===== config.mk =====
export PLATFORM = sky130hd
export DESIGN_NAME = charge_status_and_precharge_timer
export DESIGN_NICKNAME = d
export VERILOG_FILES = /design/src/charge_ctrl_pkg.sv /design/src/charge_status_and_precharge_timer.sv
export SDC_FILE = /design/constraint.sdc
export NUM_CORES = 1
export LEC_CHECK = 0
export ABC_AREA = 1
export ABC_CLOCK_PERIOD_IN_PS = 4800
export BUFFER_PORTS_ARGS = -buffer_cell sky130_fd_sc_hd__buf_2
export CAP_MARGIN = 20
export CORE_MARGIN = 5
export CORE_UTILIZATION = 60
export CTS_CLUSTER_SIZE = 20
export DETAILED_ROUTE_END_ITERATION = 8
export GPL_TIMING_DRIVEN = 0
export PLACE_DENSITY = 0.79
export SYNTH_ARGS = -nofsm -noshare
export SYNTH_HDL_FRONTEND = slang
export SYNTH_SLANG_ARGS = --single-unit

===== constraint.sdc =====
create_clock -name sys_clk -period 4.8 [get_ports sys_clk]
set_input_delay 0.48 -clock sys_clk [delete_from_list [all_inputs] [get_ports sys_clk]]
set_output_delay 0.48 -clock sys_clk [all_outputs]
set_load 0.02 [all_outputs]

===== src/charge_ctrl_pkg.sv =====
// Constants and types for the charge status and precharge timer block
// How it works
// RULE_01 - Charging allowed only while pack temperature sits between cold and hot limits.
// RULE_02 - Temperature out of window: switch off immediately, hold timer counts.
// RULE_03 - Temperature back in window: resume charging from held timer counts.
// RULE_04 - Input-ok pulled low only with input present and no overvoltage.
// RULE_05 - Overvoltage flag switches the charger off into standby.
// RULE_06 - Overvoltage is not latched; normal operation returns when flag drops.
// RULE_07 - Status pins: precharge both on, fast first only, done second only.
// RULE_08 - Both status transistors off in suspend, fault, off, overvoltage, absent, short.
// RULE_09 - Termination disabled: never report done, show fast or precharge by voltage.
// RULE_10 - Fast current above low-voltage threshold, otherwise precharge current.
// RULE_11 - Precharge timer times out at factor times the fast-phase timeout.
// RULE_12 - Precharge timer reset in standby, above threshold, or program pin floating.
// RULE_13 - Precharge timer counts only charging, pin driven, below threshold.
// RULE_14 - Suspend below threshold freezes the precharge count, later resumed.
// RULE_15 - Timer expiry below threshold switches charger off and sets fault latch.
// RULE_16 - Fault latch enables recovery current while input present and below threshold.
// RULE_17 - Fault latch cleared by inhibit rising, overvoltage, input loss, timer disabled.
// RULE_18 - Without a temperature input, temperature counts as always in range.
// RULE_19 - Inhibit high keeps the device in standby; low enables charging.
// RULE_20 - All comparator and host inputs pass two flip-flops before use.
// RULE_21 - Status and input-ok outputs come straight from registers.
`default_nettype none
package charge_ctrl_pkg;
  // Precharge timer width and scaling
  localparam int TICK_W = 24;
  localparam int FACTOR_W = 4;
  localparam logic [FACTOR_W-1:0] PCHG_FACTOR_DEF = 4'h1;
  localparam logic [TICK_W-1:0] TICK_ZERO = 24'h000000;
  localparam logic [TICK_W-1:0] TICK_ONE = 24'h000001;
  // Synchroniser depth
  localparam int SYNC_W = 2;

  typedef enum logic [1:0] {
    MODE_STANDBY = 2'b00,
    MODE_CHARGING = 2'b01,
    MODE_SUSPEND = 2'b11
  } mode_t;

  // Raw analog comparator and host inputs
  typedef struct packed {
    logic inputPresent;
    logic inputOvervoltage;
    logic tempAboveCold;
    logic tempBelowHot;
    logic aboveLowVoltage;
    logic timerPinFloating;
    logic chargeInhibit;
    logic finishDetectInhibit;
    logic finishDetected;
    logic cellAbsent;
    logic outputShort;
  } sense_t;

  // Status pin drives (1 = transistor conducts)
  typedef struct packed {
    logic statusA;
    logic statusB;
    logic inputOk;
  } status_t;

  // Power path controls
  typedef struct packed {
    logic powerSwitchOn;
    logic fastCurrentSel;
    logic recoveryCurrentOn;
  } drive_t;
endpackage
`default_nettype wire


===== src/charge_status_and_precharge_timer.sv =====
// Mode control, status encoding and precharge safety timer of a linear charger
`timescale 1ns/1ns
`default_nettype none
module charge_status_and_precharge_timer #(
  parameter bit HAS_TEMP_SENSE = 1'b1,
  parameter bit HAS_FINISH_INHIBIT = 1'b0
) (
  input wire logic sys_clk,
  input wire logic rstn,
  input wire charge_ctrl_pkg::sense_t senseIn,
  input wire logic timerTick,
  input wire logic [charge_ctrl_pkg::TICK_W-1:0] fastPhaseTimeout,
  input wire logic [charge_ctrl_pkg::FACTOR_W-1:0] preconditionTimeFactor,
  output charge_ctrl_pkg::status_t statusOut,
  output charge_ctrl_pkg::drive_t driveOut,
  output logic prechargeFault,
  output charge_ctrl_pkg::mode_t modeOut
);
  import charge_ctrl_pkg::*;

  // ----------------------------------------------------------------
  // Reset release
  // ----------------------------------------------------------------
  logic [SYNC_W-1:0] rstSync_reg;
  logic rstnInt;

  // Two-stage release of the asynchronous reset
  always_ff @(posedge sys_clk or negedge rstn) begin
    if (!rstn) begin
      rstSync_reg <= '0;
    end else begin
      rstSync_reg <= {rstSync_reg[SYNC_W-2:0], 1'b1};
    end
  end
  assign rstnInt = rstSync_reg[SYNC_W-1];

  // ----------------------------------------------------------------
  // Input synchronisers
  // ----------------------------------------------------------------
  sense_t meta_reg, sense_reg;
  logic tick1_reg, tick_reg;
  logic inhibitPrev_reg;

  // Two flip-flops on every comparator and host input
  always_ff @(posedge sys_clk or negedge rstnInt) begin
    if (!rstnInt) begin
      meta_reg <= '0;
      sense_reg <= '0;
      tick1_reg <= 1'b0;
      tick_reg <= 1'b0;
      inhibitPrev_reg <= 1'b0;
    end else begin
      meta_reg <= senseIn; // see RULE_20
      sense_reg <= meta_reg;
      tick1_reg <= timerTick;
      tick_reg <= tick1_reg;
      inhibitPrev_reg <= sense_reg.chargeInhibit;
    end
  end

  // ----------------------------------------------------------------
  // Derived conditions
  // ----------------------------------------------------------------
  logic tempOk, inputGood, inhibitRise, finishEnabled;
  logic aboveLow, timerDisabled;

  // Qualification terms from synchronised inputs
  always_comb begin
    // Window check, forced good when the sense input is absent
    tempOk = HAS_TEMP_SENSE ? (sense_reg.tempAboveCold && sense_reg.tempBelowHot)
                            : 1'b1; // see RULE_01 see RULE_18
    inputGood = sense_reg.inputPresent && !sense_reg.inputOvervoltage;
    inhibitRise = sense_reg.chargeInhibit && !inhibitPrev_reg;
    aboveLow = sense_reg.aboveLowVoltage;
    timerDisabled = sense_reg.timerPinFloating;
    finishEnabled = !timerDisabled &&
                    !(HAS_FINISH_INHIBIT && sense_reg.finishDetectInhibit);
  end

  // ----------------------------------------------------------------
  // Operating mode
  // ----------------------------------------------------------------
  mode_t mode_reg, mode_next;
  logic fault_reg, fault_next;

  // Standby on inhibit, overvoltage or no input; suspend on bad temperature
  always_comb begin
    mode_next = mode_reg;
    if (!inputGood || sense_reg.chargeInhibit) begin
      mode_next = MODE_STANDBY; // see RULE_05 see RULE_06 see RULE_19
    end else begin
      unique case (mode_reg)
        MODE_STANDBY: begin
          mode_next = tempOk ? MODE_CHARGING : MODE_SUSPEND;
        end
        MODE_CHARGING: begin
          if (!tempOk) begin
            mode_next = MODE_SUSPEND; // see RULE_02
          end
        end
        MODE_SUSPEND: begin
          if (tempOk) begin
            mode_next = MODE_CHARGING; // see RULE_03
          end
        end
        default: begin
          mode_next = MODE_STANDBY;
        end
      endcase
    end
  end

  // ----------------------------------------------------------------
  // Precharge safety timer
  // ----------------------------------------------------------------
  logic [TICK_W+FACTOR_W-1:0] limit;
  logic [TICK_W+FACTOR_W-1:0] count_reg, count_next;
  logic timerReset, timerCount;

  // Reset, hold or count, and latch the fault on expiry
  always_comb begin
    limit = fastPhaseTimeout * preconditionTimeFactor; // see RULE_11
    timerReset = (mode_reg == MODE_STANDBY) || aboveLow || timerDisabled; // see RULE_12
    timerCount = (mode_reg == MODE_CHARGING) && !timerDisabled && !aboveLow &&
                 !fault_reg; // see RULE_13
    count_next = count_reg;
    if (timerReset) begin
      count_next = '0;
    end else if (timerCount && tick_reg) begin
      count_next = count_reg + 1'b1; // suspend leaves it frozen, see RULE_14
    end
    fault_next = fault_reg;
    if (inhibitRise || sense_reg.inputOvervoltage || !sense_reg.inputPresent ||
        timerDisabled) begin
      fault_next = 1'b0; // see RULE_17
    end else if (timerCount && !aboveLow && count_reg >= limit &&
                 limit != '0) begin
      fault_next = 1'b1; // see RULE_15
    end
  end

  // ----------------------------------------------------------------
  // Outputs
  // ----------------------------------------------------------------
  status_t status_next;
  drive_t drive_next;
  logic anyOff;

  // Status pin encoding and power path selection
  always_comb begin
    status_next = '0;
    drive_next = '0;
    status_next.inputOk = inputGood; // see RULE_04
    anyOff = (mode_reg != MODE_CHARGING) || fault_reg ||
             sense_reg.cellAbsent || sense_reg.outputShort; // see RULE_08
    if (!anyOff) begin
      if (sense_reg.finishDetected && finishEnabled) begin
        status_next.statusB = 1'b1; // see RULE_07
      end else begin
        // Without termination only fast or precharge shows, see RULE_09
        status_next.statusA = 1'b1;
        status_next.statusB = !aboveLow; // see RULE_07
      end
      drive_next.powerSwitchOn = !(sense_reg.finishDetected && finishEnabled);
      drive_next.fastCurrentSel = aboveLow; // see RULE_10
    end
    drive_next.recoveryCurrentOn = fault_reg && sense_reg.inputPresent &&
                                   !aboveLow; // see RULE_16
  end

  // Registered state and outputs
  always_ff @(posedge sys_clk or negedge rstnInt) begin
    if (!rstnInt) begin
      mode_reg <= MODE_STANDBY;
      count_reg <= '0;
      fault_reg <= 1'b0;
      statusOut <= '0;
      driveOut <= '0;
      prechargeFault <= 1'b0;
      modeOut <= MODE_STANDBY;
    end else begin
      mode_reg <= mode_next;
      count_reg <= count_next;
      fault_reg <= fault_next;
      statusOut <= status_next; // see RULE_21
      driveOut <= drive_next;
      prechargeFault <= fault_next;
      modeOut <= mode_next;
    end
  end
endmodule
`default_nettype wire


==> qor.yml <==
sta:
  maxSlewViolCount: 0
  hold_violations: 0
  post-route-min-period_ns: 4.495
  rsz0062_at_grt: "false"
  tns_ns: 0
  postLayoutSetupSlackWorst_ns: 0.3049
  hold_ws_ns: 0.2588
  slew_headroom_pct: 48.01
  final.setup_skew_ns: 0.003157
  final.period_utilization_pct: 93.65
  fmax_ghz: 0.2225
  tightestPinTransition_ns: 0.7739
  timing.final.setup_violations: 0
status:
  status: "finished, final reports clean"
pwr:
  totalPowerFinal_mw: 2.157
  ir_worst_vdd_v: 0.0003072
  power.density_nw_per_um2: 279.6
  total_leakage_power_nw: 4.712
yosys:
  yosys_warnings: 0
  synth_sequential_area_ratio_pct: 21.98
  yosys_register_bits: 61
  ys.flop_type: "sky130_fd_sc_hd__dfrtp_1"
  syn_inst: 1046
  mean_cell_area_of_the_mapped_netlist_sq_um: 6.639
  yosys.cell_types.count: 42
  netlist_area_sq_um: 6944
  postSynthNetCount: 1193
  async_flop_share_pct: 100.0
  post_synth_edffs: 0
final_layout:
  ff_latch_area_sq_um: 1528
  area.growth.synth_to_final_pct: 11.10
  design_area_sq_um: 7715
  layout.filler_cells: 1027
  utilization_pct: 67.86
  final-instance-count-excl-fill: 1256
  antenna_cells: 0
  nNetsFinal: 1255
  fraction_of_final_layout_cells_sized_beyond_drive_strength_1_pct: 9.254
  largest_reg_flops: 28
  multi_input_gate_area_in_the_final_layout_sq_um: 4373
worst_setup_path:
  rr_endpoint: "count_reg[22]"
  timing.critical_path.fanout_max: 10
  cp-startpoint: "preconditionTimeFactor[2]"
  timing.critical_path.arrival_ns: 4.70
  worst-r2r-cell-count: 12
  worst_setup_path_end_kind: "flip-flop"
  worstSetupEndpoint: "fault_reg"
  timing.reg2reg.setup_slack_ns: 2.85
  timing.critical_path.from_type: "primary input"
  worst-endpoint-required_ns: 5.01
  category_of_the_most_critical_setup_path: "primary input to flip-flop"
  r2r-start: "mode_reg[1]"
cts:
  clk_root_buffer_cell: "sky130_fd_sc_hd__clkbuf_16"
  numCtsBuffers: 9
  cts-htree-levels: 3
  clock_pin_slew_of_the_registers_on_the_worst_case_setup_and_hold_paths_ns: 0.05
  clock_sinks: 61
  cts_tree: "done"
  post_cts.repair.setup_buffers: 0
  worst_skew_pair.late_latency_ns: 0.32
  max-clock-path-buffers: 2
drt:
  via_total_after_detailed_routing: 6327
  drt_iter0_markers: 416
  drt-pass1-iter-count: 5
  detailed_route_wire_length_per_cell_microns: 11.88
  via_per_instance_ratio: 5.037
  remaining_drc_errors: 0
  wl_mm: 14.92
  antenna_violating_nets_post_route: 0
global_route:
  grt_overflow: 0
  antenna_found_initial: 0
  grt_util_all_layers_pct: 22.47
  grt_pass1_vias: 6086
  grt_start_max_net_pins: 33
  wire_length_of_the_first_global_routing_pass_mm: 26.63
placed_design:
  place.port_buffers: 49
  dpl_worst_slack_ns: -0.1630
  place.detailed.instances: 1239
  placed_cell_area_sq_um: 7390
  gp_congestion: 0.9025
  place.detailed.hpwl_mm: 12.30
floorplanning:
  die_w_microns: 117.6
  start_util_pct: 61.08
  floorplan.io_pins: 51
  die_h_microns: 117.6
  core_area_sq_um: 11370
  floorplan.die_area_sq_um: 13830
  num_rows: 39
run:
  cap_viol_max_count: 0
hold_path:
  hold_depth: 1
  timing.hold.worst.class: "primary input to flip-flop"
how the worst min path moves through the flow:
stage / startpoint / endpoint / slack (ns)
floorplan: rstn / rstSync_reg[0] / 0.18
global placement: rstn / rstSync_reg[0] / 0.27
detailed placement: rstn / rstSync_reg[0] / 0.27
CTS: senseIn[0] / meta_reg[0] / 0.25
global route: senseIn[10] / meta_reg[10] / 0.25
finish: senseIn[8] / meta_reg[8] / 0.26
Yosys cell counts (2+ instances only):
library cell	count	area [sq um]
sky130_fd_sc_hd__inv_1	267	1002
sky130_fd_sc_hd__fa_1	44	880.8
sky130_fd_sc_hd__dfrtp_1	61	1526
sky130_fd_sc_hd__nor2_4	4	45.04
sky130_fd_sc_hd__nor2_1	57	214.0
sky130_fd_sc_hd__nor4_1	5	31.28
sky130_fd_sc_hd__nand2_1	335	1257
sky130_fd_sc_hd__clkbuf_1	9	33.78
sky130_fd_sc_hd__or2_2	2	12.51
sky130_fd_sc_hd__nand4_1	15	93.84
sky130_fd_sc_hd__a211oi_1	4	30.03
sky130_fd_sc_hd__nand2_2	4	25.02
sky130_fd_sc_hd__o21ai_0	15	75.07
sky130_fd_sc_hd__o21a_1	5	37.54
sky130_fd_sc_hd__nor3_2	4	40.04
sky130_fd_sc_hd__ha_1	61	763.2
sky130_fd_sc_hd__nand3_2	2	20.02
sky130_fd_sc_hd__nor2_2	3	18.77
sky130_fd_sc_hd__a21oi_1	53	265.3
sky130_fd_sc_hd__and2_1	3	18.77
sky130_fd_sc_hd__o211ai_1	3	22.52
sky130_fd_sc_hd__nand3_1	53	265.3
sky130_fd_sc_hd__nor3_1	15	75.07
sky130_fd_sc_hd__nand3b_1	4	30.03
report_power, final:
group / internal, mW / leakage (nW) / switching (mW) / total, mW
clock network: 0.404 / 0.146 / 0.237 / 0.641
logic: 0.345 / 3.77 / 0.635 / 0.981
registers: 0.527 / 0.791 / 0.00932 / 0.536
total: 1.28 / 4.71 / 0.882 / 2.16
worst max-delay path, cell delays in order:
cell and delay (ns):
sky130_fd_sc_hd__buf_2 0.14, sky130_fd_sc_hd__buf_2 0.22, sky130_fd_sc_hd__nand2_1 0.09, sky130_fd_sc_hd__inv_1 0.05, sky130_fd_sc_hd__fa_1 0.50, sky130_fd_sc_hd__inv_1 0.06, sky130_fd_sc_hd__fa_1 0.53, sky130_fd_sc_hd__inv_1 0.04
sky130_fd_sc_hd__ha_1 0.38, sky130_fd_sc_hd__or2_2 0.37, sky130_fd_sc_hd__nand3_1 0.12, sky130_fd_sc_hd__nand2_1 0.11, sky130_fd_sc_hd__nand3_1 0.13, sky130_fd_sc_hd__nand3_1 0.10, sky130_fd_sc_hd__nand2_1 0.06, sky130_fd_sc_hd__nand2_1 0.07
sky130_fd_sc_hd__ha_1 0.31, sky130_fd_sc_hd__a21oi_1 0.16, sky130_fd_sc_hd__o21a_1 0.13, sky130_fd_sc_hd__o221ai_1 0.13, sky130_fd_sc_hd__a21oi_1 0.14, sky130_fd_sc_hd__nand3_1 0.10, sky130_fd_sc_hd__nand2_1 0.09, sky130_fd_sc_hd__inv_1 0.05
sky130_fd_sc_hd__nand2_1 0.07, sky130_fd_sc_hd__a21oi_1 0.06
what timing repair did:
item	CTS	global route
hold endpoints to repair	2	0
hold buffers	1	0
endpoints found under the setup margin	0	1
resized for setup	0	19
routing by layer:
layer / up-vias / global-route usage, % / part of all wire [%]
met4: 0 / 5.090 / 0.81
met1: 2890 / 31.24 / 49
met2: 118 / 37.27 / 47
met3: 10 / 3.268 / 3.8
met5: - / 0 / 0
li1: 3309 / - / -
cells in the final DEF (no fill, tap or decap), types with 5 or more instances in the layout:
| cell | instances |
|---|---|
| sky130_fd_sc_hd__a21oi_1 | 53 |
| sky130_fd_sc_hd__buf_2 | 55 |
| sky130_fd_sc_hd__clkbuf_16 | 9 |
| sky130_fd_sc_hd__dfrtp_1 | 60 |
| sky130_fd_sc_hd__fa_1 | 44 |
| sky130_fd_sc_hd__ha_1 | 61 |
| sky130_fd_sc_hd__inv_1 | 267 |
| sky130_fd_sc_hd__nand2_1 | 335 |
| sky130_fd_sc_hd__nand3_1 | 53 |
| sky130_fd_sc_hd__nand4_1 | 15 |
| sky130_fd_sc_hd__nor2_1 | 56 |
| sky130_fd_sc_hd__nor3_1 | 15 |
| sky130_fd_sc_hd__o21a_1 | 5 |
| sky130_fd_sc_hd__o21ai_0 | 15 |
kinds of logic after synthesis:
family | Yosys count | share of synthesized area, %
DFF | 61 | 21.98
other | 1 | 0.05400
AOI/OAI and AO/OA | 87 | 7.063
buffers and inverters | 279 | 15.17
xor gates and xnor gates | 2 | 0.2523
and+or+nand+nor | 511 | 31.80
adders and majority gates | 105 | 23.68
cell type report:
class                           count  share of cell area, %
Multi-Input combinational cell    706                  56.68
Sequential cell                    61                  19.80
Inverter                          268                  13.06
Timing Repair Buffer               51                  3.568
Clock buffer                        9                  2.919
Tap cell                          143                  2.319
Clock inverter                      7                 0.9569
Buffer                             11                 0.6974
Power figures use the tool's default switching activity.
